--- src/hdl/src_pkg.sv ---
// package of constants and types for the s-record decoder
package src_pkg;
    localparam logic [7:0] CH_S = 8'h53;
    localparam logic [7:0] CH_CR = 8'h0D;
    localparam logic [7:0] CH_LF = 8'h0A;
    localparam logic [7:0] CH_NUL = 8'h00;
    localparam int FIFO_WIDTH = 8;
    localparam int FIFO_DEPTH = 16;
    localparam logic [1:0] PH_HIGH = 2'h0;
    localparam logic [1:0] PH_LOW = 2'h1;

    // record event kinds presented on the output
    typedef enum logic [2:0] {
        EV_HEADER = 3'h0,
        EV_DATA = 3'h1,
        EV_COUNT = 3'h2,
        EV_TERM = 3'h3
    } src_ev_t;

    // decoder states, one-hot
    typedef enum logic [6:0] {
        ST_HUNT = 7'h01,
        ST_TYPE = 7'h02,
        ST_COUNT = 7'h04,
        ST_ADDR = 7'h08,
        ST_DATA = 7'h10,
        ST_SUM = 7'h20,
        ST_SKIP = 7'h40
    } src_state_t;

    // decoded byte stream toward the loader
    typedef struct packed {
        logic [31:0] addr;
        logic [7:0] data;
        logic [3:0] rtype;
    } src_byte_t;

    // record-end report
    typedef struct packed {
        src_ev_t kind;
        logic [3:0] rtype;
        logic [31:0] addr;
        logic [7:0] count;
        logic ok;
    } src_rec_t;
endpackage

--- src/hdl/src_fifo.sv ---
// small synchronous FIFO with valid/ready on both sides
`timescale 1ns/100ps
module src_fifo #(
    parameter int WIDTH = 8,
    parameter int DEPTH = 16
) (
    // clock and reset
    input wire logic core_clk,
    input wire logic rst,
    // fill side
    input wire logic in_valid,
    output logic in_ready,
    input wire logic [WIDTH-1:0] in_data,
    // drain side
    output logic out_valid,
    input wire logic out_ready,
    output logic [WIDTH-1:0] out_data
);
    localparam int AW = $clog2(DEPTH);
    typedef struct packed {
        logic [AW-1:0] wp;
        logic [AW-1:0] rp;
        logic [AW:0] cnt;
    } src_fst_t;
    src_fst_t st;
    src_fst_t next_st;
    logic [WIDTH-1:0] mem [DEPTH];
    logic push;
    logic pop;

    // honest full and empty from the fill count
    assign in_ready = st.cnt != (AW+1)'(DEPTH);
    assign out_valid = st.cnt != '0;
    assign out_data = mem[st.rp];
    assign push = in_valid && in_ready;
    assign pop = out_valid && out_ready;

    // pointer and count update
    always_comb begin
        next_st = st;
        if (push) begin
            next_st.wp = st.wp + 1'b1;
        end
        if (pop) begin
            next_st.rp = st.rp + 1'b1;
        end
        next_st.cnt = st.cnt + (AW+1)'(push) - (AW+1)'(pop);
    end

    always_ff @(posedge core_clk or posedge rst) begin
        if (rst) begin
            st <= '0;
        end else begin
            st <= next_st;
        end
    end

    // storage write
    always_ff @(posedge core_clk) begin
        if (push) begin
            mem[st.wp] <= in_data;
        end
    end
endmodule

--- src/hdl/src_decoder.sv ---
// s-record character stream decoder with byte FIFO on the output
`timescale 1ns/100ps
module src_decoder (
    // clock and reset
    input wire logic core_clk,
    input wire logic rst,
    // ascii character input
    input wire logic char_valid,
    output logic char_ready,
    input wire logic [7:0] char_data,
    // decoded payload bytes
    output logic byte_valid,
    input wire logic byte_ready,
    output src_pkg::src_byte_t byte_out,
    // record-end report
    output logic rec_valid,
    output src_pkg::src_rec_t rec_out,
    output logic err_flag
);
    import src_pkg::*;

    typedef struct packed {
        src_state_t state;
        logic [3:0] rtype;
        logic [7:0] count;
        logic [7:0] left;
        logic [2:0] alen;
        logic [2:0] aleft;
        logic [31:0] addr;
        logic [31:0] waddr;
        logic [7:0] sum;
        logic [3:0] hi;
        logic phase;
        logic bad;
        logic f_valid;
        src_byte_t f_data;
        logic rec_valid;
        src_rec_t rec;
        logic err;
        logic char_ready;
        logic o_valid;
        src_byte_t o_data;
    } src_st_t;

    src_st_t st;
    src_st_t next_st;
    logic f_ready;
    logic f_out_valid;
    logic [43:0] f_out_data;
    logic take;
    logic f_take;

    // ascii hex digit to nibble, flag clear for non-hex
    function automatic logic [4:0] hex_val(input logic [7:0] c);
        if (c >= 8'h30 && c <= 8'h39) begin
            hex_val = {1'b1, 4'(c - 8'h30)};
        end else if (c >= 8'h41 && c <= 8'h46) begin
            hex_val = {1'b1, 4'(c - 8'h37)};
        end else if (c >= 8'h61 && c <= 8'h66) begin
            hex_val = {1'b1, 4'(c - 8'h57)};
        end else begin
            hex_val = 5'h00;
        end
    endfunction

    // address length per type; 0 means an unsupported type
    function automatic logic [2:0] addr_len(input logic [3:0] t);
        case (t)
            4'h0, 4'h1, 4'h5, 4'h9: addr_len = 3'h2;
            4'h2, 4'h8: addr_len = 3'h3;
            4'h3, 4'h7: addr_len = 3'h4;
            default: addr_len = 3'h0;
        endcase
    endfunction

    function automatic logic is_term(input logic [3:0] t);
        is_term = (t == 4'h7) || (t == 4'h8) || (t == 4'h9);
    endfunction

    function automatic logic is_line_end(input logic [7:0] c);
        is_line_end = (c == CH_CR) || (c == CH_LF) || (c == CH_NUL);
    endfunction

    assign take = char_valid && st.char_ready;
    assign char_ready = st.char_ready;
    // output stage may refill when empty or when its byte leaves this cycle
    assign f_take = !st.o_valid || byte_ready;

    // decode one character per accepted input
    always_comb begin
        logic [4:0] hv;
        logic [7:0] b;
        logic [7:0] nsum;
        hv = hex_val(char_data);
        b = {st.hi, hv[3:0]};
        nsum = st.sum + b;
        next_st = st;
        next_st.rec_valid = 1'b0;
        next_st.err = 1'b0;
        // registered output stage keeps the byte port straight off flip-flops
        if (f_take) begin
            next_st.o_valid = f_out_valid;
            if (f_out_valid) begin
                next_st.o_data = f_out_data;
            end
        end
        if (st.f_valid && f_ready) begin
            next_st.f_valid = 1'b0;
        end
        next_st.char_ready = !next_st.f_valid;
        if (take) begin
            next_st.char_ready = 1'b0;
            case (st.state)
                ST_HUNT: begin
                    // leading fields and terminators are dropped
                    if (char_data == CH_S) begin
                        next_st.state = ST_TYPE;
                    end
                end
                ST_TYPE: begin
                    // type digit selects the address width
                    if (hv[4] && addr_len(hv[3:0]) != 3'h0) begin
                        next_st.rtype = hv[3:0];
                        next_st.alen = addr_len(hv[3:0]);
                        next_st.aleft = addr_len(hv[3:0]);
                        next_st.state = ST_COUNT;
                        next_st.phase = PH_HIGH[0];
                        next_st.sum = 8'h00;
                        next_st.addr = 32'h0000_0000;
                    end else begin
                        next_st.err = 1'b1;
                        next_st.state = ST_SKIP;
                    end
                end
                ST_COUNT, ST_ADDR, ST_DATA, ST_SUM: begin
                    if (!hv[4]) begin
                        next_st.err = 1'b1;
                        next_st.state = is_line_end(char_data) ? ST_HUNT : ST_SKIP;
                    end else if (st.phase == PH_HIGH[0]) begin
                        next_st.hi = hv[3:0];
                        next_st.phase = PH_LOW[0];
                    end else begin
                        next_st.phase = PH_HIGH[0];
                        next_st.sum = nsum;
                        next_st.left = st.left - 8'h01;
                        case (st.state)
                            ST_COUNT: begin
                                // count covers address, payload and checksum
                                next_st.count = b;
                                next_st.left = b;
                                next_st.state = ST_ADDR;
                                if (b < 8'(st.alen) + 8'h01) begin
                                    next_st.err = 1'b1;
                                    next_st.state = ST_SKIP;
                                end
                            end
                            ST_ADDR: begin
                                next_st.addr = {st.addr[23:0], b};
                                next_st.aleft = st.aleft - 3'h1;
                                if (st.aleft == 3'h1) begin
                                    next_st.waddr = {st.addr[23:0], b};
                                    next_st.state = (st.left == 8'h02) ? ST_SUM : ST_DATA;
                                end
                            end
                            ST_DATA: begin
                                // only load records feed the loader; header text is dropped
                                if (st.rtype inside {4'h1, 4'h2, 4'h3}) begin
                                    next_st.f_valid = 1'b1;
                                    next_st.f_data.addr = st.waddr;
                                    next_st.f_data.data = b;
                                    next_st.f_data.rtype = st.rtype;
                                end
                                next_st.waddr = st.waddr + 32'h0000_0001;
                                next_st.char_ready = 1'b0;
                                if (st.left == 8'h02) begin
                                    next_st.state = ST_SUM;
                                end
                            end
                            default: begin
                                // checksum: all bytes plus sum must give FF
                                next_st.state = ST_HUNT;
                                next_st.rec_valid = 1'b1;
                                next_st.rec.rtype = st.rtype;
                                next_st.rec.addr = st.addr;
                                next_st.rec.count = st.count;
                                next_st.rec.ok = (nsum == 8'hFF);
                                next_st.err = (nsum != 8'hFF);
                                if (st.rtype == 4'h0) begin
                                    next_st.rec.kind = EV_HEADER;
                                end else if (st.rtype == 4'h5) begin
                                    next_st.rec.kind = EV_COUNT;
                                end else if (is_term(st.rtype)) begin
                                    next_st.rec.kind = EV_TERM;
                                end else begin
                                    next_st.rec.kind = EV_DATA;
                                end
                            end
                        endcase
                    end
                end
                ST_SKIP: begin
                    // discard rest of a bad record up to its line end
                    if (is_line_end(char_data)) begin
                        next_st.state = ST_HUNT;
                    end
                end
                default: begin
                    next_st.state = ST_HUNT;
                end
            endcase
        end
    end

    // state register
    always_ff @(posedge core_clk or posedge rst) begin
        if (rst) begin
            st <= '0;
            st.state <= ST_HUNT;
        end else begin
            st <= next_st;
        end
    end

    // payload bytes queue here, stalling the character input when full
    src_fifo #(
        .WIDTH(44),
        .DEPTH(FIFO_DEPTH)
    ) u_fifo (
        .core_clk(core_clk),
        .rst(rst),
        .in_valid(st.f_valid),
        .in_ready(f_ready),
        .in_data(st.f_data),
        .out_valid(f_out_valid),
        .out_ready(f_take),
        .out_data(f_out_data)
    );

    // outputs
    assign byte_valid = st.o_valid;
    assign byte_out = st.o_data;
    assign rec_valid = st.rec_valid;
    assign rec_out = st.rec;
    assign err_flag = st.err;
endmodule

--- config.mk ---
export PLATFORM = sky130hd
export DESIGN_NAME = src_decoder
export DESIGN_NICKNAME = d
export VERILOG_FILES = /design/src/hdl/src_pkg.sv /design/src/hdl/src_fifo.sv /design/src/hdl/src_decoder.sv
export SDC_FILE = /design/constraint.sdc
export NUM_CORES = 1
export LEC_CHECK = 0
export BUFFER_PORTS_ARGS = -buffer_cell sky130_fd_sc_hd__buf_4
export CAP_MARGIN = 20
export CELL_PAD_IN_SITES_DETAIL_PLACEMENT = 0
export CELL_PAD_IN_SITES_GLOBAL_PLACEMENT = 2
export CORE_UTILIZATION = 35
export CTS_BUF_LIST = sky130_fd_sc_hd__clkbuf_8
export DETAILED_ROUTE_END_ITERATION = 6
export GPL_ROUTABILITY_DRIVEN = 0
export PLACE_DENSITY_LB_ADDON = 0.3
export SLEW_MARGIN = 20
export SYNTH_ARGS = -nofsm -noshare
export SYNTH_HDL_FRONTEND = slang
export SYNTH_SLANG_ARGS = --single-unit
--- constraint.sdc ---
create_clock -name core_clk -period 13.6 [get_ports core_clk]
set_clock_uncertainty 0.2 [all_clocks]
set_input_delay 0.68 -clock core_clk [delete_from_list [all_inputs] [get_ports core_clk]]
set_output_delay 0.68 -clock core_clk [all_outputs]
set_load 0.05 [all_outputs]
* After elaboration in Yosys (flattened, before gate mapping)
Memory sizes are Yosys's and may differ from the RTL's. A register that Yosys moved wholly into a read port is not among the register bits.
Index checks and enable logic that the tools add are counted.
** Operators by class
- $add $sub $neg :: 12
- Order comparisons :: 7
- Equal/unequal tests :: 32
- Mux-type cells :: 51
- Bitwise operators :: 2
- Reductions and logical operators :: 36
** Operator list (number)
- 96-bit 2-to-1 mux :: 2
- 94-bit 2-to-1 mux :: 2
- 45-bit 2-to-1 mux :: 2
- 80-bit 2-to-1 mux :: 1
- 75-bit 2-to-1 mux :: 1
- 35-bit 2-to-1 mux :: 2
- 35-bit one-hot mux with 2 select lines :: 1
- 32-bit one-hot mux with 2 select lines :: 1
- 7-bit 2-to-1 mux :: 9
- 49-bit 2-to-1 mux :: 1
- 32-bit by 1-bit adder with 32-bit output, second input constant :: 1
- 32-bit 2-to-1 mux :: 1
- 7-bit one-hot mux with 4 select lines :: 1
- 6-bit AND reduction :: 4
- 7-bit one-hot mux with 3 select lines :: 1
- 8-bit by 4-bit == test with 1-bit output, second input constant :: 2
- 8-bit by 7-bit >= comparator with 1-bit output, second input constant :: 2
- 8-bit by 7-bit <= comparator with 1-bit output, second input constant :: 2
- 8-bit 2-to-1 mux :: 2
- 8-bit one-hot mux with 2 select lines :: 1
- 5-bit 2-to-1 mux :: 3
- 5-bit AND reduction :: 3
- 2-bit != test, second input constant :: 7
- 3-bit 2-to-1 mux :: 4
- other kinds (51) :: 84
** Storage, ports and cells
- Bits in registers :: 217
- RAM bits :: 704
- Bits in read-only memories :: 144
- Input port bits :: 12
- Output and inout port bits :: 96
- Word-level logic and storage cells :: 170
- Memories :: 4
** Memory list
- u_fifo.mem :: words 16, width 44, read ports 1, clocked after memory_dff 1, write ports 1, RTL line src_fifo.sv:27 : logic [WIDTH-1:0] mem [DEPTH];
- (name not given) :: words 16, width 3, read ports 1, clocked after memory_dff 0, write ports 0, RTL line src_decoder.sv:68 : case (t)
- (name not given) :: words 16, width 3, read ports 1, clocked after memory_dff 1, write ports 0, RTL line src_decoder.sv:68
- (name not given) :: words 16, width 3, read ports 1, clocked after memory_dff 0, write ports 0, RTL line src_decoder.sv:68

* Logic depth before layout (Yosys ltp)
Gate-level depths: netlist of run 1.
An unclocked memory read counts as a cell.
- Depth after elaboration :: 13
- Depth in mapped cells :: 16
- Depth with buffers taken out :: 15

* Modules after synthesis
Synthesis of run 1 repeated with hierarchy kept, for this count alone.
** Second synthesis, totals
- Cells, all modules :: 2492
- Area, all modules :: 40659.0 um^2
** Modules (own cells, without submodules)
- src_fifo :: instances 1, cells an instance 1354, area an instance 27974.3 um^2, seq. area each 21465.6 um^2
- src_decoder :: instances 1, cells an instance 1138, area an instance 12684.7 um^2, seq. area each 6257.3 um^2

* Worst setup path before layout of run 1
No wires, ideal clock.
- Kind :: register -> register
- Start point :: register u_fifo.st[2] in the netlist's numbering
- End point :: memory u_fifo.mem[7][0] (enable)
- Data arrival time :: 4.285 ns
- Data required time :: 12.900 ns
- Setup slack :: 8.615 ns
- Cell stages (with the launch flop) :: 8
- Path buffers :: 1
- Clock period less this slack :: 4.985 ns
- Path through :: dfrtp_1 > inv_1 > ha_1 > and3_1 > nor2b_1 > clkbuf_1 > nand2_1 > nor3_1
** On the way
- Cells in the longest elaborated chain, start to end :: 4
** RTL lines
- start: declaration :: RTL line src_fifo.sv:25 : src_fst_t st;
- start signal: assignment :: RTL line src_fifo.sv:54 : st <= next_st;
- 5-bit != test :: RTL line src_fifo.sv:32 : assign in_ready = st.cnt != (AW+1)'(DEPTH);
- 1-bit logical AND :: RTL line src_fifo.sv:35 : assign push = in_valid && in_ready;
- net u_fifo.push :: RTL line src_fifo.sv:28 : logic push;
- 1-bit 2-to-1 mux :: RTL line src_fifo.sv:60 : if (push) begin
- 1-bit 2-to-1 mux (not written as such) :: RTL line src_fifo.sv:61 : mem[st.wp] <= in_data;
- end: declaration :: RTL line src_fifo.sv:27
The timed path passes the listed nets, and every way through them passes these cells.

==> impl_metrics.sql, run 1 <==
INSERT INTO impl_metrics (metric_group, metric, value, unit) VALUES
('sta', 'final.min_clock_period', '4093', 'ps'),
('placement', 'hpwl', '55610', 'um'),
('sta', 'timing.final.hold_violations', '0', ''),
('placement', 'postPlaceCellArea', '0.04167', 'mm^2'),
('die', 'die_h', '339.2', 'um'),
('final_layout', 'mostFrequentLayoutCell', 'edfxtp_1', ''),
('sta', 'relative_slew_slack', '26.04', '%'),
('yosys', 'register_area_share_after_synthesis', '69.64', '%'),
('global_route', 'grt_antenna_before_repair', '8', ''),
('yosys', 'async_flop_share', '27.20', '%'),
('critical_path', 'largest_fanout_of_any_net_on_the_critical_path', '8', ''),
('drt', 'antenna_left', '0', ''),
('final_layout', 'layout.nets', '2572', ''),
('yosys', 'postSynth.topFlopCell', 'edfxtp_1', ''),
('clock_tree', 'cts_resized', '0', ''),
('sta', 'final_max_slew_viol_count', '0', ''),
('clock_tree', 'cts.sinks', '967', ''),
('drt', 'routed_wl', '101400', 'um'),
('outcome', 'status', 'finished clean', ''),
('critical_path', 'cp-start-kind', 'input port', ''),
('die', 'die_area', '0.1151', 'mm^2'),
('final_layout', 'syn2layout_area_growth', '13.41', '%'),
('drt', 'route.detailed.wl_per_inst', '24.32', 'um'),
('power_and_ir_drop', 'pwr-share-seq', '45.2', '%'),
('clock_tree', 'cts_buffers', '169', ''),
('power_and_ir_drop', 'total_switching_power', '2.247', 'mW'),
('clock_tree', 'cts_tree', 'yes', ''),
('clock_tree', 'post_cts_setup_repair_bufs', '0', ''),
('die', 'top_level_ports', '108', ''),
('final_layout', 'layout.cells.most_common_list', '704 x edfxtp_1, 259 x dfrtp_1, 252 x nand2_1', ''),
('clock_tree', 'clkLatencyLatePin', '840', 'ps'),
('drt', 'firstDrtPassIters', '5', ''),
('global_route', 'first_global_vias', '22680', ''),
('final_layout', 'stdcell_area', '0.04514', 'mm^2'),
('power_and_ir_drop', 'largest_voltage_drop_on_the_vdd_net', '0.1000', 'mV'),
('yosys', 'synthesis.area', '0.03981', 'mm^2'),
('power_and_ir_drop', 'cell_internal_pwr', '5.253', 'mW'),
('power_and_ir_drop', 'switching_share', '29.96', '%'),
('yosys', 'synth.lib_cells_used.distinct', '90', ''),
('global_route', 'grt_use_total', '17.73', '%'),
('die', 'dieWidth', '339.2', 'um'),
('sta', 'fmaxAchievable', '0.2443', 'GHz'),
('clock_tree', 'clkTransAtPathRegs', '50', 'ps'),
('die', 'initial_util', '35.34', '%'),
('power_and_ir_drop', 'share_clk_of_total_power', '35.5', '%'),
('yosys', 'synth-edff-count', '704', ''),
('yosys', 'synth.net_count', '2468', ''),
('clock_tree', 'clk_path_buf_depth', '3', ''),
('flow_run', 'max-cap-violations', '0', ''),
('drt', 'dr.first_iter.drc_count', '1886', ''),
('yosys', 'syn-instance-count', '2423', ''),
('sta', 'min_period_over_period', '30.10', '%'),
('drt', 'post_drt_via_cell_ratio', '5.176', ''),
('power_and_ir_drop', 'p_leak', '15.41', 'nW'),
('critical_path', 'critPathSlowestCell', 'nor2_1', ''),
('yosys', 'syn_area_per_cell', '16.43', 'um^2'),
('power_and_ir_drop', 'power.density', '166.1', 'mW/mm^2'),
('critical_path', 'worstPathCellList', 'buf_4, inv_1, ha_1, nor3b_1, nor3_2, nor2_1, clkinv_1, ha_1, fa_1, a21o_1, a311o_1, o311ai_0, and4_1, o211ai_1, a32o_1', ''),
('placement', 'numPlacedInstances', '3854', ''),
('yosys', 'flop_and_latch_count_out_of_synthesis', '967', ''),
('sta', 'finalSetupTns', '0', 'ps'),
('global_route', 'largest_net_degree_at_the_start_of_global_routing', '93', ''),
('sta', 'hold-worst-slack', '140.8', 'ps'),
('sta', 'report.final.setup_viol', '0', ''),
('yosys', 'ys_warn_count', '0', ''),
('sta', 'timing_worst_slew_pin_value', '1109', 'ps'),
('final_layout', 'post_route_cells_drive_above_1_share', '25.28', '%'),
('power_and_ir_drop', 'report.power.total', '7.500', 'mW'),
('power_and_ir_drop', 'power_frac_comb', '19.3', '%'),
('clock_tree', 'number_of_levels_the_h_tree_was_split_into', '4', ''),
('critical_path', 'crit_path_max_incr_delay', '470', 'ps');
[cell families (layout without fill, tap and decap cells)]
group,after synthesis,in the layout,synth area share [%]
AOI/OAI and AO/OA,318,318,5.312
xor gates and xnor gates,18,18,0.3960
adders and majority gates,33,33,1.075
buffers and inverters,287,534,3.737
DFF,967,967,69.64
muxes,327,327,14.20
other,1,2,0.009420
and+or+nand+nor,472,472,5.629
[routing by layer]
layer,vias up,GRT usage (%),wire (um)
met3,141,3.119,5063
met5,-,0,0
met2,592,29.76,50540
li1,9540,-,-
met4,0,5.077,1873
met1,11320,23.61,43970
[worst paths after layout]
| check | startpoint | to | slack [ps] | cells after the start |
|---|---|---|---|---|
| setup reg to reg | u_fifo.st[5] | byte_out[42] | 9550 | 6 |
| max in group asynchronous | rst | u_fifo.st[12] | 11030 | 5 |
| hold / removal | char_data[1] | st[144] | 140 | 3 |
| min in group asynchronous | rst | rec_valid | 270 | 3 |
| hold reg to reg | byte_out[31] | byte_out[31] | 280 | 2 |
| setup / recovery | char_data[0] | err_flag | 9510 | 15 |
[cells in the mapped netlist (all sizes together), types with 14 or more instances]
library cell,instances,area (um^2)
nand3,33,177.7
nand2,254,953.4
nor3,25,145.1
inv,74,277.8
and2,16,100.1
buf,137,924.6
nor2,59,224.0
dfrtp,262,6556
clkbuf,74,277.8
xnor2,14,122.6
o221ai,40,350.3
mux4,181,4076
mux2i,85,850.8
a21oi,60,300.3
and3,17,106.4
o21ai,110,558.0
edfxtp,704,21140
ha,31,387.9
mux2,61,724.4
[stage by stage]
stage | worst slack [ps] | utilization [%]
detailed placement | 8637 | 36.99
CTS | 9357 | 40.07
finish | 9507 | 40.07
floorplan | 5481 | -
global route | 9172 | 40.07
global placement | 8749 | 36.99
[final cells by class]
class | count | area [um^2]
multi-input cells | 1169 | 10700
clock inverters | 115 | 706.9
well taps | 1500 | 1877
flip-flops and latches | 967 | 27730
diodes | 1 | 2.502
repair buffers | 144 | 1094
clock buffers | 199 | 2739
inverters | 76 | 292.8
fillers | 10310 | 67510
[state kept, by name, indices dropped and copies added, names as in the netlist]
| signal | flops |
|---|---|
| byte_valid | 1 |
| st | 155 |
| byte_out | 44 |
| char_ready | 1 |
| u_fifo.st | 13 |
| rec_valid | 1 |
| u_fifo.mem | 704 |
| rec_out | 47 |
| err_flag | 1 |
[repair_timing]
action / in CTS / in global routing
setup endpoints to repair: 0 / 0
endpoints found under the hold margin: 91 / 0
hold buffers: 2 / 0
[worst max-delay path, delay by kind of cell]
family	cells	cell delay, ps
AO/OA/AOI/OAI	5	1050
adder cells (fa/ha/maj)	3	1000
AND/OR/NAND/NOR	4	1230
buffers and inverters	3	640
[power by group through the flow]
stage / clock, mW / combinational (mW) / sequential, mW
after floorplan: 0 / 1.18 / 3.36
after global placement: 0 / 1.47 / 3.45
after detailed placement: 0 / 1.48 / 3.46
after CTS: 2.74 / 1.49 / 3.40
after global routing: 2.86 / 1.57 / 3.41
final: 2.66 / 1.45 / 3.39
Power figures use the tool's default switching activity.
==> inputs of run 2 (changes only) <==
- clock period: 13.6 -> 3.6 ns (I/O delays scaled with it)
==> impl_metrics.sql, run 2 (same netlist as run 1, synthesis figures left out) <==
INSERT INTO impl_metrics (metric_group, metric, value, unit) VALUES
('die', 'dieWidth', '339.2', 'um'),
('sta', 'report.final.setup_viol', '0', ''),
('critical_path', 'rr_endpoint', 'st[144]', ''),
('sta', 'timing.final.hold_violations', '0', ''),
('clock_tree', 'clkLatencyLatePin', '830', 'ps'),
('clock_tree', 'cts_root_buf', 'clkbuf_8', ''),
('final_layout', 'max_flop_register', 'u_fifo.mem', ''),
('drt', 'routed_wl', '99690', 'um'),
('sta', 'grt_setup_unrepaired', 'no', ''),
('clock_tree', 'clkTransAtPathRegs', '50', 'ps'),
('final_layout', 'stdcell_area', '0.04580', 'mm^2'),
('critical_path', 'critical_path.top_delay_family', 'compound AO/OA/AOI/OAI gates', ''),
('clock_tree', 'number_of_levels_the_h_tree_was_split_into', '4', ''),
('critical_path', 'critical_path_class', 'in2reg', ''),
('drt', 'firstDrtPassIters', '5', ''),
('sta', 'final_max_slew_viol_count', '0', ''),
('critical_path', 'worstPathCellList', 'dlygate4sd3_1, buf_4, inv_1, ha_2, nor3b_1, nor3_2, nor2_1, clkinv_1, ha_1, fa_1, a21o_1, a311o_1, o311ai_0, and4_1, o211ai_1, a32o_1', ''),
('critical_path', 'worst_reg2reg_path_depth', '7', ''),
('die', 'rows', '123', ''),
('hold_path', 'min_delay_path_depth', '4', ''),
('critical_path', 'r2r-start', 'st[248]', ''),
('die', 'core_region_area', '0.1127', 'mm^2'),
('hold_path', 'timing.hold.worst.class', 'in2reg', ''),
('sta', 'final.min_clock_period', '3417', 'ps'),
('drt', 'route.detailed.drc', '0', ''),
('sta', 'fmaxAchievable', '0.2927', 'GHz'),
('drt', 'vias', '21700', ''),
('clock_tree', 'clk_path_buf_depth', '3', ''),
('critical_path', 'critPathCaptureType', 'register', ''),
('global_route', 'first_global_vias', '22740', ''),
('final_layout', 'layout.nets', '2633', ''),
('sta', 'finalSetupTns', '0', 'ps'),
('critical_path', 'critPathSlowestCell', 'dlygate4sd3_1', ''),
('final_layout', 'largest_register_ffs', '704', ''),
('drt', 'route.detailed.wl_per_inst', '23.57', 'um'),
('clock_tree', 'cts.sinks', '967', ''),
('final_layout', 'post_route_cells_drive_above_1_share', '25.77', '%'),
('drt', 'post_drt_via_cell_ratio', '5.132', ''),
('power_and_ir_drop', 'p_leak', '15.73', 'nW'),
('hold_path', 'hold_start', 'byte_ready', ''),
('sta', 'relative_slew_slack', '39.52', '%'),
('global_route', 'gr-total-overflow', '0', ''),
('die', 'die_h', '339.2', 'um'),
('placement', 'hpwl', '57630', 'um'),
('outcome', 'status', 'finished clean', ''),
('global_route', 'largest_net_degree_at_the_start_of_global_routing', '131', ''),
('drt', 'dr.first_iter.drc_count', '1547', ''),
('sta', 'min_period_over_period', '94.91', '%'),
('final_layout', 'syn2layout_area_growth', '15.06', '%'),
('critical_path', 'crit_buf_inv', '4', ''),
('critical_path', 'timing.critical_path.arrival', '3910', 'ps'),
('power_and_ir_drop', 'largest_voltage_drop_on_the_vdd_net', '0.3878', 'mV'),
('critical_path', 'crit_start', 'char_data[0]', ''),
('placement', 'io_buffer_count', '106', ''),
('final_layout', 'mostFrequentLayoutCell', 'edfxtp_1', ''),
('final_layout', 'layout.cells.most_common_list', '704 x edfxtp_1, 259 x dfrtp_1, 253 x nand2_1', ''),
('critical_path', 'cp-start-kind', 'input port', ''),
('global_route', 'grt_antenna_before_repair', '2', ''),
('critical_path', 'largest_fanout_of_any_net_on_the_critical_path', '6', ''),
('hold_path', 'worstHoldEndpoint', 'byte_valid', ''),
('sta', 'timing_worst_slew_pin_value', '907.1', 'ps'),
('die', 'initial_util', '35.34', '%'),
('global_route', 'grt_first_pass_wirelength', '148700', 'um'),
('die', 'top_level_ports', '108', ''),
('die', 'die_area', '0.1151', 'mm^2'),
('clock_tree', 'cts_buffers', '168', ''),
('critical_path', 'timing.critical_path.required', '4100', 'ps'),
('critical_path', 'crit_path_max_incr_delay', '530', 'ps'),
('flow_run', 'max-cap-violations', '0', ''),
('power_and_ir_drop', 'power.density', '606.9', 'mW/mm^2'),
('clock_tree', 'cts_tree', 'yes', ''),
('clock_tree', 'post_cts_setup_repair_bufs', '0', ''),
('global_route', 'grt_use_total', '17.39', '%'),
('drt', 'antenna_left', '0', ''),
('placement', 'postPlaceCellArea', '0.04241', 'mm^2'),
('critical_path', 'r2r_slack', '290', 'ps');
-- run 2: cell types whose count changed in the layout (fill, tap and decap cells not counted), moves of 4 or more --
cell	before	now
buf_12	0	31
buf_4	140	156
dlygate4sd3_1	2	18
clkinv_1	16	29
clkbuf_8	199	187
and2_2	0	8
and2_4	8	0
clkinv_2	19	14
nor3_2	10	6
nor3_4	0	4
-- run 2: repair_timing --
action,CTS,global route
hold buffers,18,0
resized for setup,0,3
setup endpoints to repair,0,4
endpoints found under the hold margin,317,0
-- run 2: report_power, final --
part / switching, mW / leakage, nW / internal (mW)
Combinational: 3.44 / 5.01 / 2.28
Clock: 4.50 / 1.87 / 4.93
Sequential: 0.391 / 8.85 / 12.3
Total: 8.33 / 15.7 / 19.5
-- run 2: worst max path at each step --
stage	to	slack [ps]	cells after the start
global route	st[248]	80	16
floorplan	byte_out[0]	-250	1
finish	err_flag	180	16
CTS	st[248]	250	16
detailed placement	err_flag	-70	15
global placement	err_flag	40	15
-- run 2: worst register-to-register path: stages (launching register included) --
cell           delay [ps]
dfrtp_1               520
nor3_2                360
nand2b_1              190
o311ai_2              170
buf_4                 230
nor4_2                740
a31oi_1               170
dlygate4sd3_1         590
-- run 2: cell type report --
class | instances | area, um^2
Antenna cell | 1 | 2.502
Clock buffer | 187 | 2574
Clock inverter | 123 | 621.8
Fill cell | 10210 | 66850
Inverter | 76 | 289.0
Multi-Input combinational cell | 1169 | 10720
Sequential cell | 967 | 27730
Tap cell | 1500 | 1877
Timing Repair Buffer | 206 | 1983
-- run 2: metrics by stage --
step | power (mW) | std cells | worst slack, ps | utilization (%) | hold WS (ps)
detailed placement | 18.75 | 3900 | -65.02 | 37.65 | 32.54
floorplan | 17.09 | 2423 | -248.7 | - | 159.5
global placement | 18.68 | 3899 | 35.23 | 37.64 | 29.67
CTS | 28.28 | 4228 | 248.9 | 40.64 | 20.46
global route | 29.10 | 4229 | 78.50 | 40.66 | 88.83
finish | 27.80 | 4229 | 183.1 | 40.66 | 80.13
-- run 2: metal layers --
layer,vias up,share of wire [%],global-route usage (%)
met5,-,0,0
met3,144,4.5,2.912
met2,540,50,29.30
met1,11380,43,23.15
li1,9642,-,-
met4,0,1.9,5.021
